File: src/inc/dcs_pkg.sv
package dcs_pkg;
    // ---------------------------------------------------------------
    // register map (byte addresses)
    // ---------------------------------------------------------------
    localparam logic [7:0] ADDR_CTRL = 8'h00;
    localparam logic [7:0] ADDR_VOUT = 8'h04;
    localparam logic [7:0] ADDR_ILIM = 8'h08;
    localparam logic [7:0] ADDR_UVLO = 8'h0C;
    localparam logic [7:0] ADDR_TEMP = 8'h10;
    localparam logic [7:0] ADDR_STAT = 8'h14;
    localparam logic [7:0] ADDR_SETP = 8'h18;
    // ---------------------------------------------------------------
    // ctrl fields
    // ---------------------------------------------------------------
    localparam int CTRL_DIS_EN = 0;
    localparam int CTRL_REG_MODE = 1;
    localparam int CTRL_THERM_EN = 2;
    localparam int CTRL_CHG_EN = 3;
    localparam int CTRL_BIAS_LSB = 4;
    localparam int CTRL_TSD_LSB = 6;
    // ---------------------------------------------------------------
    // temp select fields
    // ---------------------------------------------------------------
    localparam int TSEL_CLO = 0;
    localparam int TSEL_CHI = 2;
    localparam int TSEL_DLO = 4;
    localparam int TSEL_DHI = 6;
    // ---------------------------------------------------------------
    // status bits
    // ---------------------------------------------------------------
    localparam int ST_DIE = 0;
    localparam int ST_CHG_T = 1;
    localparam int ST_DIS_T = 2;
    localparam int ST_OVP = 3;
    localparam int ST_OLP = 4;
    localparam int ST_SCP = 5;
    localparam int ST_UVP = 6;
    localparam int ST_RUN = 7;
    // ---------------------------------------------------------------
    // field scaling (millivolt / milliamp)
    // ---------------------------------------------------------------
    localparam int VOUT_BASE_MV = 3000;
    localparam int VOUT_STEP_MV = 10;
    localparam int VOUT_MAX_MV = 22000;
    localparam int IBUS_BASE_MA = 500;
    localparam int IBUS_STEP_MA = 50;
    localparam int IBAT_BASE_MA = 100;
    localparam int IBAT_STEP_MA = 100;
    localparam int IBAT_MAX_MA = 12000;
    localparam int UV_BASE_MV = 2500;
    localparam int UV_STEP_MV = 100;
    localparam int UV_MAX_MV = 13200;
    localparam logic [6:0] UV_RESET_CODE = 7'h05;
    localparam int HYS_BASE_MV = 400;
    localparam int HYS_STEP_MV = 100;
    localparam int OVP_FB_MV = 24000;
    localparam int OVX_FB_MV = 22740;
    localparam int OVP_PCT = 112;
    localparam int OVX_PCT = 106;
    localparam int OLP_FB_MV = 1760;
    localparam int OLP_PCT = 80;
    localparam int SCP_MV = 1760;
    // ---------------------------------------------------------------
    // temperatures (deg C)
    // ---------------------------------------------------------------
    localparam int TSD_BASE_C = 120;
    localparam int TSD_STEP_C = 10;
    localparam int TSD_HYS_C = 20;
    localparam int NTC_HYS_C = 5;
    // ---------------------------------------------------------------
    // timing
    // ---------------------------------------------------------------
    localparam int CLK_HZ = 40_000_000;
    localparam int T4_MS = 4;
    localparam int T16_MS = 16;
    localparam int T32_MS = 32;
    localparam int T64_MS = 64;
    localparam int CYC_4MS = CLK_HZ / 1000 * T4_MS;
    localparam int CYC_16MS = CLK_HZ / 1000 * T16_MS;
    localparam int CYC_32MS = CLK_HZ / 1000 * T32_MS;
    localparam int CYC_64MS = CLK_HZ / 1000 * T64_MS;
endpackage

File: src/hw/dcs_top.sv
`timescale 1ns/100ps
module dcs_top
    import dcs_pkg::*;
#(
    parameter int C4 = CYC_4MS,
    parameter int C16 = CYC_16MS,
    parameter int C32 = CYC_32MS,
    parameter int C64 = CYC_64MS
) (
    // apb
    input wire logic pclk,
    input wire logic presetn,
    input wire logic psel,
    input wire logic penable,
    input wire logic pwrite,
    input wire logic [7:0] paddr,
    input wire logic [31:0] pwdata,
    output logic [31:0] prdata,
    output logic pready,
    output logic pslverr,
    // measurements (asynchronous, from adc)
    input wire logic [14:0] vbus_mv,
    input wire logic [14:0] vbat_mv,
    input wire logic signed [9:0] die_c,
    input wire logic signed [9:0] batt_c,
    // converter control
    output logic discharge_on,
    output logic charge_on,
    output logic converter_on,
    output logic use_feedback_pin,
    output logic [14:0] vout_set_mv,
    output logic [13:0] ibus_lim_ma,
    output logic [13:0] ibat_lim_ma,
    output logic [1:0] battery_thermistor_bias
);
    initial begin
        if (C4 < 1 || C16 < 1 || C32 < 1 || C64 < 1)
            $error("dcs_top: debounce counts must be positive");
    end
    // ---------------------------------------------------------------
    // registers
    // ---------------------------------------------------------------
    logic [7:0] ctrl;
    logic [10:0] vout_code;
    logic [6:0] ibus_code, ibat_code, uv_code;
    logic [1:0] hys_code;
    logic [7:0] tsel;
    logic wr, rd_ok;
    assign pready = 1'b1;
    assign wr = psel & penable & pwrite;
    always_comb begin
        rd_ok = 1'b1;
        case (paddr)
            ADDR_CTRL, ADDR_VOUT, ADDR_ILIM, ADDR_UVLO, ADDR_TEMP, ADDR_STAT, ADDR_SETP: rd_ok = 1'b1;
            default: rd_ok = 1'b0;
        endcase
    end
    assign pslverr = psel & penable & ~rd_ok;
    logic dis_en_q;
    always_ff @(posedge pclk or negedge presetn) begin
        if (!presetn) begin
            ctrl <= 8'h04;
            vout_code <= 11'h000;
            ibus_code <= 7'h00;
            ibat_code <= 7'h00;
            uv_code <= UV_RESET_CODE;
            hys_code <= 2'h0;
            tsel <= 8'h00;
        end else if (wr) begin
            case (paddr)
                ADDR_CTRL: ctrl <= pwdata[7:0];
                ADDR_VOUT: vout_code <= pwdata[10:0];
                ADDR_ILIM: begin
                    ibus_code <= pwdata[6:0];
                    ibat_code <= pwdata[14:8];
                end
                ADDR_UVLO: begin
                    uv_code <= pwdata[6:0];
                    hys_code <= pwdata[9:8];
                end
                ADDR_TEMP: tsel <= pwdata[7:0];
                default: ;
            endcase
        end
    end
    logic dis_en, reg_mode, therm_en, chg_en;
    assign dis_en = ctrl[CTRL_DIS_EN];
    assign reg_mode = ctrl[CTRL_REG_MODE];
    assign therm_en = ctrl[CTRL_THERM_EN];
    assign chg_en = ctrl[CTRL_CHG_EN];
    // ---------------------------------------------------------------
    // input synchronisers
    // ---------------------------------------------------------------
    logic [14:0] vbus_a, vbus_s, vbat_a, vbat_s;
    logic signed [9:0] die_a, die_s, bat_a, bat_s;
    always_ff @(posedge pclk or negedge presetn) begin
        if (!presetn) begin
            vbus_a <= 15'h0000;
            vbus_s <= 15'h0000;
            vbat_a <= 15'h0000;
            vbat_s <= 15'h0000;
            die_a <= 10'sh000;
            die_s <= 10'sh000;
            bat_a <= 10'sh000;
            bat_s <= 10'sh000;
        end else begin
            vbus_a <= vbus_mv;
            vbus_s <= vbus_a;
            vbat_a <= vbat_mv;
            vbat_s <= vbat_a;
            die_a <= die_c;
            die_s <= die_a;
            bat_a <= batt_c;
            bat_s <= bat_a;
        end
    end
    // ---------------------------------------------------------------
    // setpoints
    // ---------------------------------------------------------------
    logic [31:0] v_raw, ib_raw, uv_raw;
    logic [31:0] vset, uv_mv, uv_rel, ovp_mv, ovx_mv, olp_mv;
    always_comb begin
        v_raw = VOUT_BASE_MV + VOUT_STEP_MV * 32'(vout_code);
        vset = (v_raw > VOUT_MAX_MV) ? VOUT_MAX_MV : v_raw;
        ib_raw = IBAT_BASE_MA + IBAT_STEP_MA * 32'(ibat_code);
        uv_raw = UV_BASE_MV + UV_STEP_MV * 32'(uv_code);
        uv_mv = (uv_raw > UV_MAX_MV) ? UV_MAX_MV : uv_raw;
        uv_rel = uv_mv + HYS_BASE_MV + HYS_STEP_MV * 32'(hys_code);
        ovp_mv = reg_mode ? vset * OVP_PCT / 100 : OVP_FB_MV;
        ovx_mv = reg_mode ? vset * OVX_PCT / 100 : OVX_FB_MV;
        olp_mv = reg_mode ? vset * OLP_PCT / 100 : OLP_FB_MV;
    end
    always_ff @(posedge pclk or negedge presetn) begin
        if (!presetn) begin
            vout_set_mv <= 15'h0000;
            ibus_lim_ma <= 14'h0000;
            ibat_lim_ma <= 14'h0000;
            use_feedback_pin <= 1'b1;
            battery_thermistor_bias <= 2'h0;
        end else begin
            vout_set_mv <= vset[14:0];
            use_feedback_pin <= ~reg_mode;
            ibus_lim_ma <= 14'(IBUS_BASE_MA + IBUS_STEP_MA * 32'(ibus_code));
            ibat_lim_ma <= (ib_raw > IBAT_MAX_MA) ? 14'(IBAT_MAX_MA) : ib_raw[13:0];
            battery_thermistor_bias <= ctrl[CTRL_BIAS_LSB +: 2];
        end
    end
    // ---------------------------------------------------------------
    // temperature limits
    // ---------------------------------------------------------------
    function automatic logic signed [9:0] pick(input logic [1:0] s, input int a, b, c, d);
        int r;
        r = (s == 2'd0) ? a : (s == 2'd1) ? b : (s == 2'd2) ? c : d;
        return 10'(r);
    endfunction
    logic signed [9:0] clo, chi, dlo, dhi, tsd;
    assign clo = pick(tsel[TSEL_CLO +: 2], 10, 5, 0, -5);
    assign chi = pick(tsel[TSEL_CHI +: 2], 40, 45, 50, 55);
    assign dlo = pick(tsel[TSEL_DLO +: 2], -20, -10, -5, 0);
    assign dhi = pick(tsel[TSEL_DHI +: 2], 50, 55, 60, 65);
    assign tsd = 10'(TSD_BASE_C + TSD_STEP_C * int'(ctrl[CTRL_TSD_LSB +: 2]));
    // ---------------------------------------------------------------
    // debounced supervisors: one counter each, reset when condition drops
    // ---------------------------------------------------------------
    logic f_die, f_ct, f_dt, f_ov, f_ol, f_sc, f_uv;
    logic [31:0] n_die, n_ct, n_dt, n_ov, n_ol, n_sc, n_uv;
    logic c_die, c_ct, c_dt, c_ov, c_ol, c_sc, c_uv;
    logic [31:0] l_die, l_ct, l_dt, l_ov, l_uv;
    always_comb begin
        // battery temperature comes in as converted degrees
        c_die = f_die ? (die_s <= tsd - 10'(TSD_HYS_C)) : (die_s >= tsd);
        c_ct = f_ct ? (bat_s >= clo + 10'(NTC_HYS_C) && bat_s <= chi - 10'(NTC_HYS_C))
                    : (bat_s < clo || bat_s > chi);
        c_dt = f_dt ? (bat_s >= dlo + 10'(NTC_HYS_C) && bat_s <= dhi - 10'(NTC_HYS_C))
                    : (bat_s < dlo || bat_s > dhi);
        c_ov = f_ov ? (32'(vbus_s) < ovx_mv) : (32'(vbus_s) > ovp_mv);
        c_ol = discharge_on && (32'(vbus_s) < olp_mv);
        c_sc = discharge_on && (32'(vbus_s) < SCP_MV);
        c_uv = f_uv ? (32'(vbat_s) > uv_rel) : (32'(vbat_s) < uv_mv);
        l_die = C16;
        l_ct = C16;
        l_dt = C16;
        l_ov = C16;
        l_uv = f_uv ? C64 : C32;
    end
    logic rearm;
    assign rearm = dis_en & ~dis_en_q;
    always_ff @(posedge pclk or negedge presetn) begin
        if (!presetn) begin
            {n_die, n_ct, n_dt, n_ov, n_ol, n_sc, n_uv} <= '0;
            {f_die, f_ct, f_dt, f_ov, f_ol, f_sc, f_uv} <= 7'h00;
            dis_en_q <= 1'b0;
        end else begin
            dis_en_q <= dis_en;
            n_die <= !c_die ? 32'h0 : (n_die > l_die ? 32'h0 : n_die + 32'h1);
            if (c_die && n_die > l_die) f_die <= ~f_die;
            n_ct <= !(c_ct && therm_en && chg_en) ? 32'h0 : (n_ct > l_ct ? 32'h0 : n_ct + 32'h1);
            if (!therm_en) f_ct <= 1'b0;
            else if (c_ct && chg_en && n_ct > l_ct) f_ct <= ~f_ct;
            n_dt <= !(c_dt && therm_en && dis_en) ? 32'h0 : (n_dt > l_dt ? 32'h0 : n_dt + 32'h1);
            if (!therm_en) f_dt <= 1'b0;
            else if (c_dt && dis_en && n_dt > l_dt) f_dt <= ~f_dt;
            n_ov <= !(c_ov && dis_en) ? 32'h0 : (n_ov > l_ov ? 32'h0 : n_ov + 32'h1);
            if (c_ov && dis_en && n_ov > l_ov) f_ov <= ~f_ov;
            n_uv <= !(c_uv && dis_en) ? 32'h0 : (n_uv > l_uv ? 32'h0 : n_uv + 32'h1);
            if (c_uv && dis_en && n_uv > l_uv) f_uv <= ~f_uv;
            // overload: 32 ms, latched; short: more than 4 ms, latched
            n_ol <= c_ol ? (n_ol >= 32'(C32) ? n_ol : n_ol + 32'h1) : 32'h0;
            n_sc <= c_sc ? (n_sc > 32'(C4) ? n_sc : n_sc + 32'h1) : 32'h0;
            if (c_ol && n_ol == 32'(C32) - 32'h1) f_ol <= 1'b1;
            else if (rearm) f_ol <= 1'b0;
            if (c_sc && n_sc == 32'(C4)) f_sc <= 1'b1;
            else if (rearm) f_sc <= 1'b0;
        end
    end
    // ---------------------------------------------------------------
    // outputs
    // ---------------------------------------------------------------
    logic next_dis, next_chg;
    assign next_dis = dis_en & ~f_die & ~f_dt & ~f_ov & ~f_ol & ~f_sc & ~f_uv;
    assign next_chg = chg_en & ~f_die & ~f_ct & ~dis_en;
    always_ff @(posedge pclk or negedge presetn) begin
        if (!presetn) begin
            discharge_on <= 1'b0;
            charge_on <= 1'b0;
            converter_on <= 1'b0;
        end else begin
            discharge_on <= next_dis;
            charge_on <= next_chg;
            converter_on <= ~f_die & (next_dis | next_chg);
        end
    end
    logic [7:0] stat;
    assign stat = {discharge_on, f_uv, f_sc, f_ol, f_ov, f_dt, f_ct, f_die};
    always_comb begin
        case (paddr)
            ADDR_CTRL: prdata = {24'h000000, ctrl};
            ADDR_VOUT: prdata = {21'h000000, vout_code};
            ADDR_ILIM: prdata = {17'h00000, ibat_code, 1'b0, ibus_code};
            ADDR_UVLO: prdata = {22'h000000, hys_code, 1'b0, uv_code};
            ADDR_TEMP: prdata = {24'h000000, tsel};
            ADDR_STAT: prdata = {24'h000000, stat};
            ADDR_SETP: prdata = {17'h00000, vout_set_mv};
            default: prdata = 32'h00000000;
        endcase
    end
endmodule

File: config.mk
export PLATFORM = sky130hd
export DESIGN_NAME = dcs_top
export DESIGN_NICKNAME = d
export VERILOG_FILES = /design/src/inc/dcs_pkg.sv /design/src/hw/dcs_top.sv
export SDC_FILE = /design/constraint.sdc
export NUM_CORES = 1
export LEC_CHECK = 0
export BUFFER_PORTS_ARGS = -buffer_cell sky130_fd_sc_hd__buf_2
export CAP_MARGIN = 25
export CORE_MARGIN = 2
export CORE_UTILIZATION = 40
export CTS_CLUSTER_SIZE = 14
export DETAILED_ROUTE_END_ITERATION = 6
export PLACE_DENSITY = 0.65
export SETUP_SLACK_MARGIN = 0.05
export SLEW_MARGIN = 5
export SYNTH_ARGS = -nofsm -noshare
export SYNTH_HDL_FRONTEND = slang
export SYNTH_SLANG_ARGS = --single-unit
File: constraint.sdc
create_clock -name pclk -period 28.4 [get_ports pclk]
set_input_delay 1.42 -clock pclk [delete_from_list [all_inputs] [get_ports pclk]]
set_output_delay 1.42 -clock pclk [all_outputs]
set_load 0.02 [all_outputs]
==> impl_metrics.yaml <==
sta:
  tightest_slew_ns: 1.07
  period_needed_ns: 26.59
  setup_tns_ns: 0
  setup_violations: 0
  finClkSkew_ns: 0.0700
  relSlewSlack_pct: 28.3
  fin_crit_sh_pct: 93.6
  whs_ns: 0.309
  rsz0062_at_grt: "yes"
  drv_slew: 0
  fmax_mhz: 37.6
  hold_violations: 0
synthesis:
  yosysUniqueCellTypes: 150
  syn_area_per_cell_um2: 8.05
  yosys_warnings: 0
  netlist_area_mm2: 0.0497
  async_flop_share_pct: 100
  synth-main-ff-cell: "dfrtp_1"
  ys_seq_elements: 427
  synth.yosys.seq_area_share_pct: 21.5
  syn_inst: 6173
  synth_edf_count: 0
die:
  die_w_um: 356
  die_y_um: 356
  initial_core_util_pct: 40.2
  rows: 129
  ios: 178
  dieArea_mm2: 0.127
  coreArea_mm2: 0.123
final_layout:
  fin_nets: 6864
  fin_util_pct: 44.1
  drive_gt1_share_pct: 10.6
  post-route-cell-area_mm2: 0.0544
  syn_to_final_growth_pct: 9.56
setup_path:
  cp-start-kind: "register"
  cp_max_fo: 20
  critPathCaptureType: "register"
  slowest_stage: "a2111oi_2"
  worstPathArrival_ns: 27.05
  crit_required_ns: 28.85
  path_class: "register to register"
  critPathMaxStageDelay_ns: 0.59
drt:
  drc_errors: 0
  wirelength_mm: 147
  ant_nets: 0
  drtIter0Drc: 3896
  first_pass_iters: 6
  vias_per_cell: 6.01
  wl_per_cell_um: 18.4
  vias: 48100
global_routing:
  grt_max_degree: 178
  grt_overflow: 0
  grt_pass1_wl_mm: 240
  grt.total_usage_pct: 22.5
  antenna_found_initial: 3
  grt_pass1_vias: 45400
worst_hold_path:
  min_path_type: "register to register"
clocking:
  clkTransAtPathRegs_ns: 0.06
  worstSkewPairLatency_ns: 0.67
  h-tree-depth: 2
  cts_tree: "done"
  cts_root_buf: "clkbuf_16"
  cts_hold_buf: 0
  clockBufferDepth: 3
  cts_inserted_buffers: 49
  cts_sinks: 427
outcome:
  status: "finished, final reports clean"
run:
  max_cap_viol_count: 0
place:
  place_congestion: 0.931
  hpwl_mm: 115
  portBuffers: 138
  place_area_mm2: 0.0524
cell usage in the layout (no fill, tap or decap), types with 88 or more instances in the layout:
| cell type | instances |
|---|---|
| nor2_1 | 620 |
| nand2_1 | 493 |
| dfrtp_1 | 423 |
| ha_1 | 385 |
| a21oi_1 | 321 |
| o21ai_0 | 292 |
| inv_1 | 288 |
| xnor2_1 | 271 |
| nand3_1 | 248 |
| nor3_1 | 180 |
| xor2_1 | 177 |
| buf_2 | 137 |
| buf_4 | 102 |
| and2_1 | 100 |
| a21o_1 | 100 |
| nand4_1 | 100 |
| nor4_1 | 95 |
| o211ai_1 | 90 |
| conb_1 | 88 |
critical path, delay by kind of cell (launching register included):
| family | cells | cell delay, ns |
|---|---|---|
| adder cells (fa/ha/maj) | 9 | 3.05 |
| multiplexers | 3 | 1.34 |
| buffers and inverters | 8 | 1.78 |
| flip-flops | 1 | 0.43 |
| AO/OA/AOI/OAI | 40 | 10.47 |
| XOR/XNOR | 4 | 0.96 |
| AND/OR/NAND/NOR | 35 | 8.35 |
what timing repair did:
item / CTS / global route
resized for setup: 0 / 25
setup buffers: 0 / 5
endpoints found under the setup margin: 0 / 54
layout make-up:
| class | instances | area [µm²] |
|---|---|---|
| diodes | 2 | 5.00 |
| clock buffers | 60 | 1310 |
| clock inverters | 31 | 462 |
| fillers | 12200 | 69100 |
| inverters | 294 | 1100 |
| multi-input cells | 5323 | 37300 |
| flip-flops and latches | 427 | 10700 |
| well taps | 1637 | 2050 |
| repair buffers | 242 | 1510 |
routing by layer:
metal	wire, µm	up-vias	track usage (%)
met3	7430	290	2.13
met4	5260	2	8.37
li1	-	23300	-
met1	66500	23100	30.5
met5	14	-	0
met2	68200	1423	37.1
registers in the layout (all words and copies together) (netlist names), 13 cells and up:
| signal | count |
|---|---|
| vbus_s | 15 |
| n_ol | 32 |
| vbat_a | 15 |
| ibus_lim_ma | 13 |
| n_sc | 32 |
| n_ct | 32 |
| n_die | 32 |
| vbus_a | 15 |
| n_dt | 32 |
| n_ov | 32 |
| vout_set_mv | 14 |
| n_uv | 32 |
| vbat_s | 15 |
cells in the mapped netlist (all sizes together), types with 22 or more instances:
cell type / count / area [µm²]
xor2: 181 / 1590
a211o: 30 / 263
o31ai: 57 / 462
and3: 82 / 513
or4: 46 / 349
nand3: 248 / 1240
xnor2: 277 / 2450
o211ai: 93 / 722
a31o: 23 / 201
o2111ai: 36 / 315
fa: 47 / 941
o22ai: 42 / 275
nor4: 117 / 890
o221ai: 29 / 260
a31oi: 70 / 457
a21oi: 334 / 1710
nand2b: 83 / 519
clkbuf: 113 / 424
a21boi: 31 / 240
a2111oi: 52 / 652
nand4: 101 / 638
or2: 65 / 407
a22oi: 32 / 250
mux2i: 77 / 807
nor2: 627 / 2380
o31a: 34 / 298
nor2b: 78 / 488
a21o: 100 / 751
dfrtp: 423 / 10600
buf: 102 / 653
or3: 68 / 437
and4: 22 / 195
a211oi: 85 / 676
o21bai: 22 / 165
inv: 292 / 1100
o21ai: 344 / 1740
and2: 104 / 651
ha: 385 / 4820
nand2: 497 / 1880
o21a: 71 / 533
mux2: 86 / 968
o211a: 24 / 240
nor3: 195 / 1060
stage by stage:
stage                     instances  setup WS (ns)
after CTS                      8008           1.26
after floorplan                6259           5.28
after global routing           8015         0.0243
after global placement         7917           1.54
after detailed placement       7917           1.32
final                          8016           1.81
worst paths after layout:
path	from	to	slack (ns)	cells after the start
max in group asynchronous	presetn	ibat_code[6]	25.48	4
worst min-delay path	vbat_a[5]	vbat_s[5]	0.31	0
worst max-delay path	vout_code[3]	n_ov[1]	1.81	99
worst min register to register	vbat_a[5]	vbat_s[5]	0.31	0
worst max register to register	vout_code[3]	n_ov[1]	1.81	99
min in group asynchronous	presetn	n_ct[9]	0.84	1
cells by family after synthesis:
group	count (synthesis)	share of synthesized area (%)
buffers and inverters	509	4.39
other	2	0.0151
multiplexers	164	3.62
XOR/XNOR	461	8.27
flip-flops	427	21.5
AND/OR/NAND/NOR	2422	25.1
adder cells (fa/ha/maj)	435	11.7
AO/OA/AOI/OAI	1753	25.4
Power is left out: the tool's default activity adds up to more than one toggle a clock period on the data nets, which glitch-free logic cannot reach.
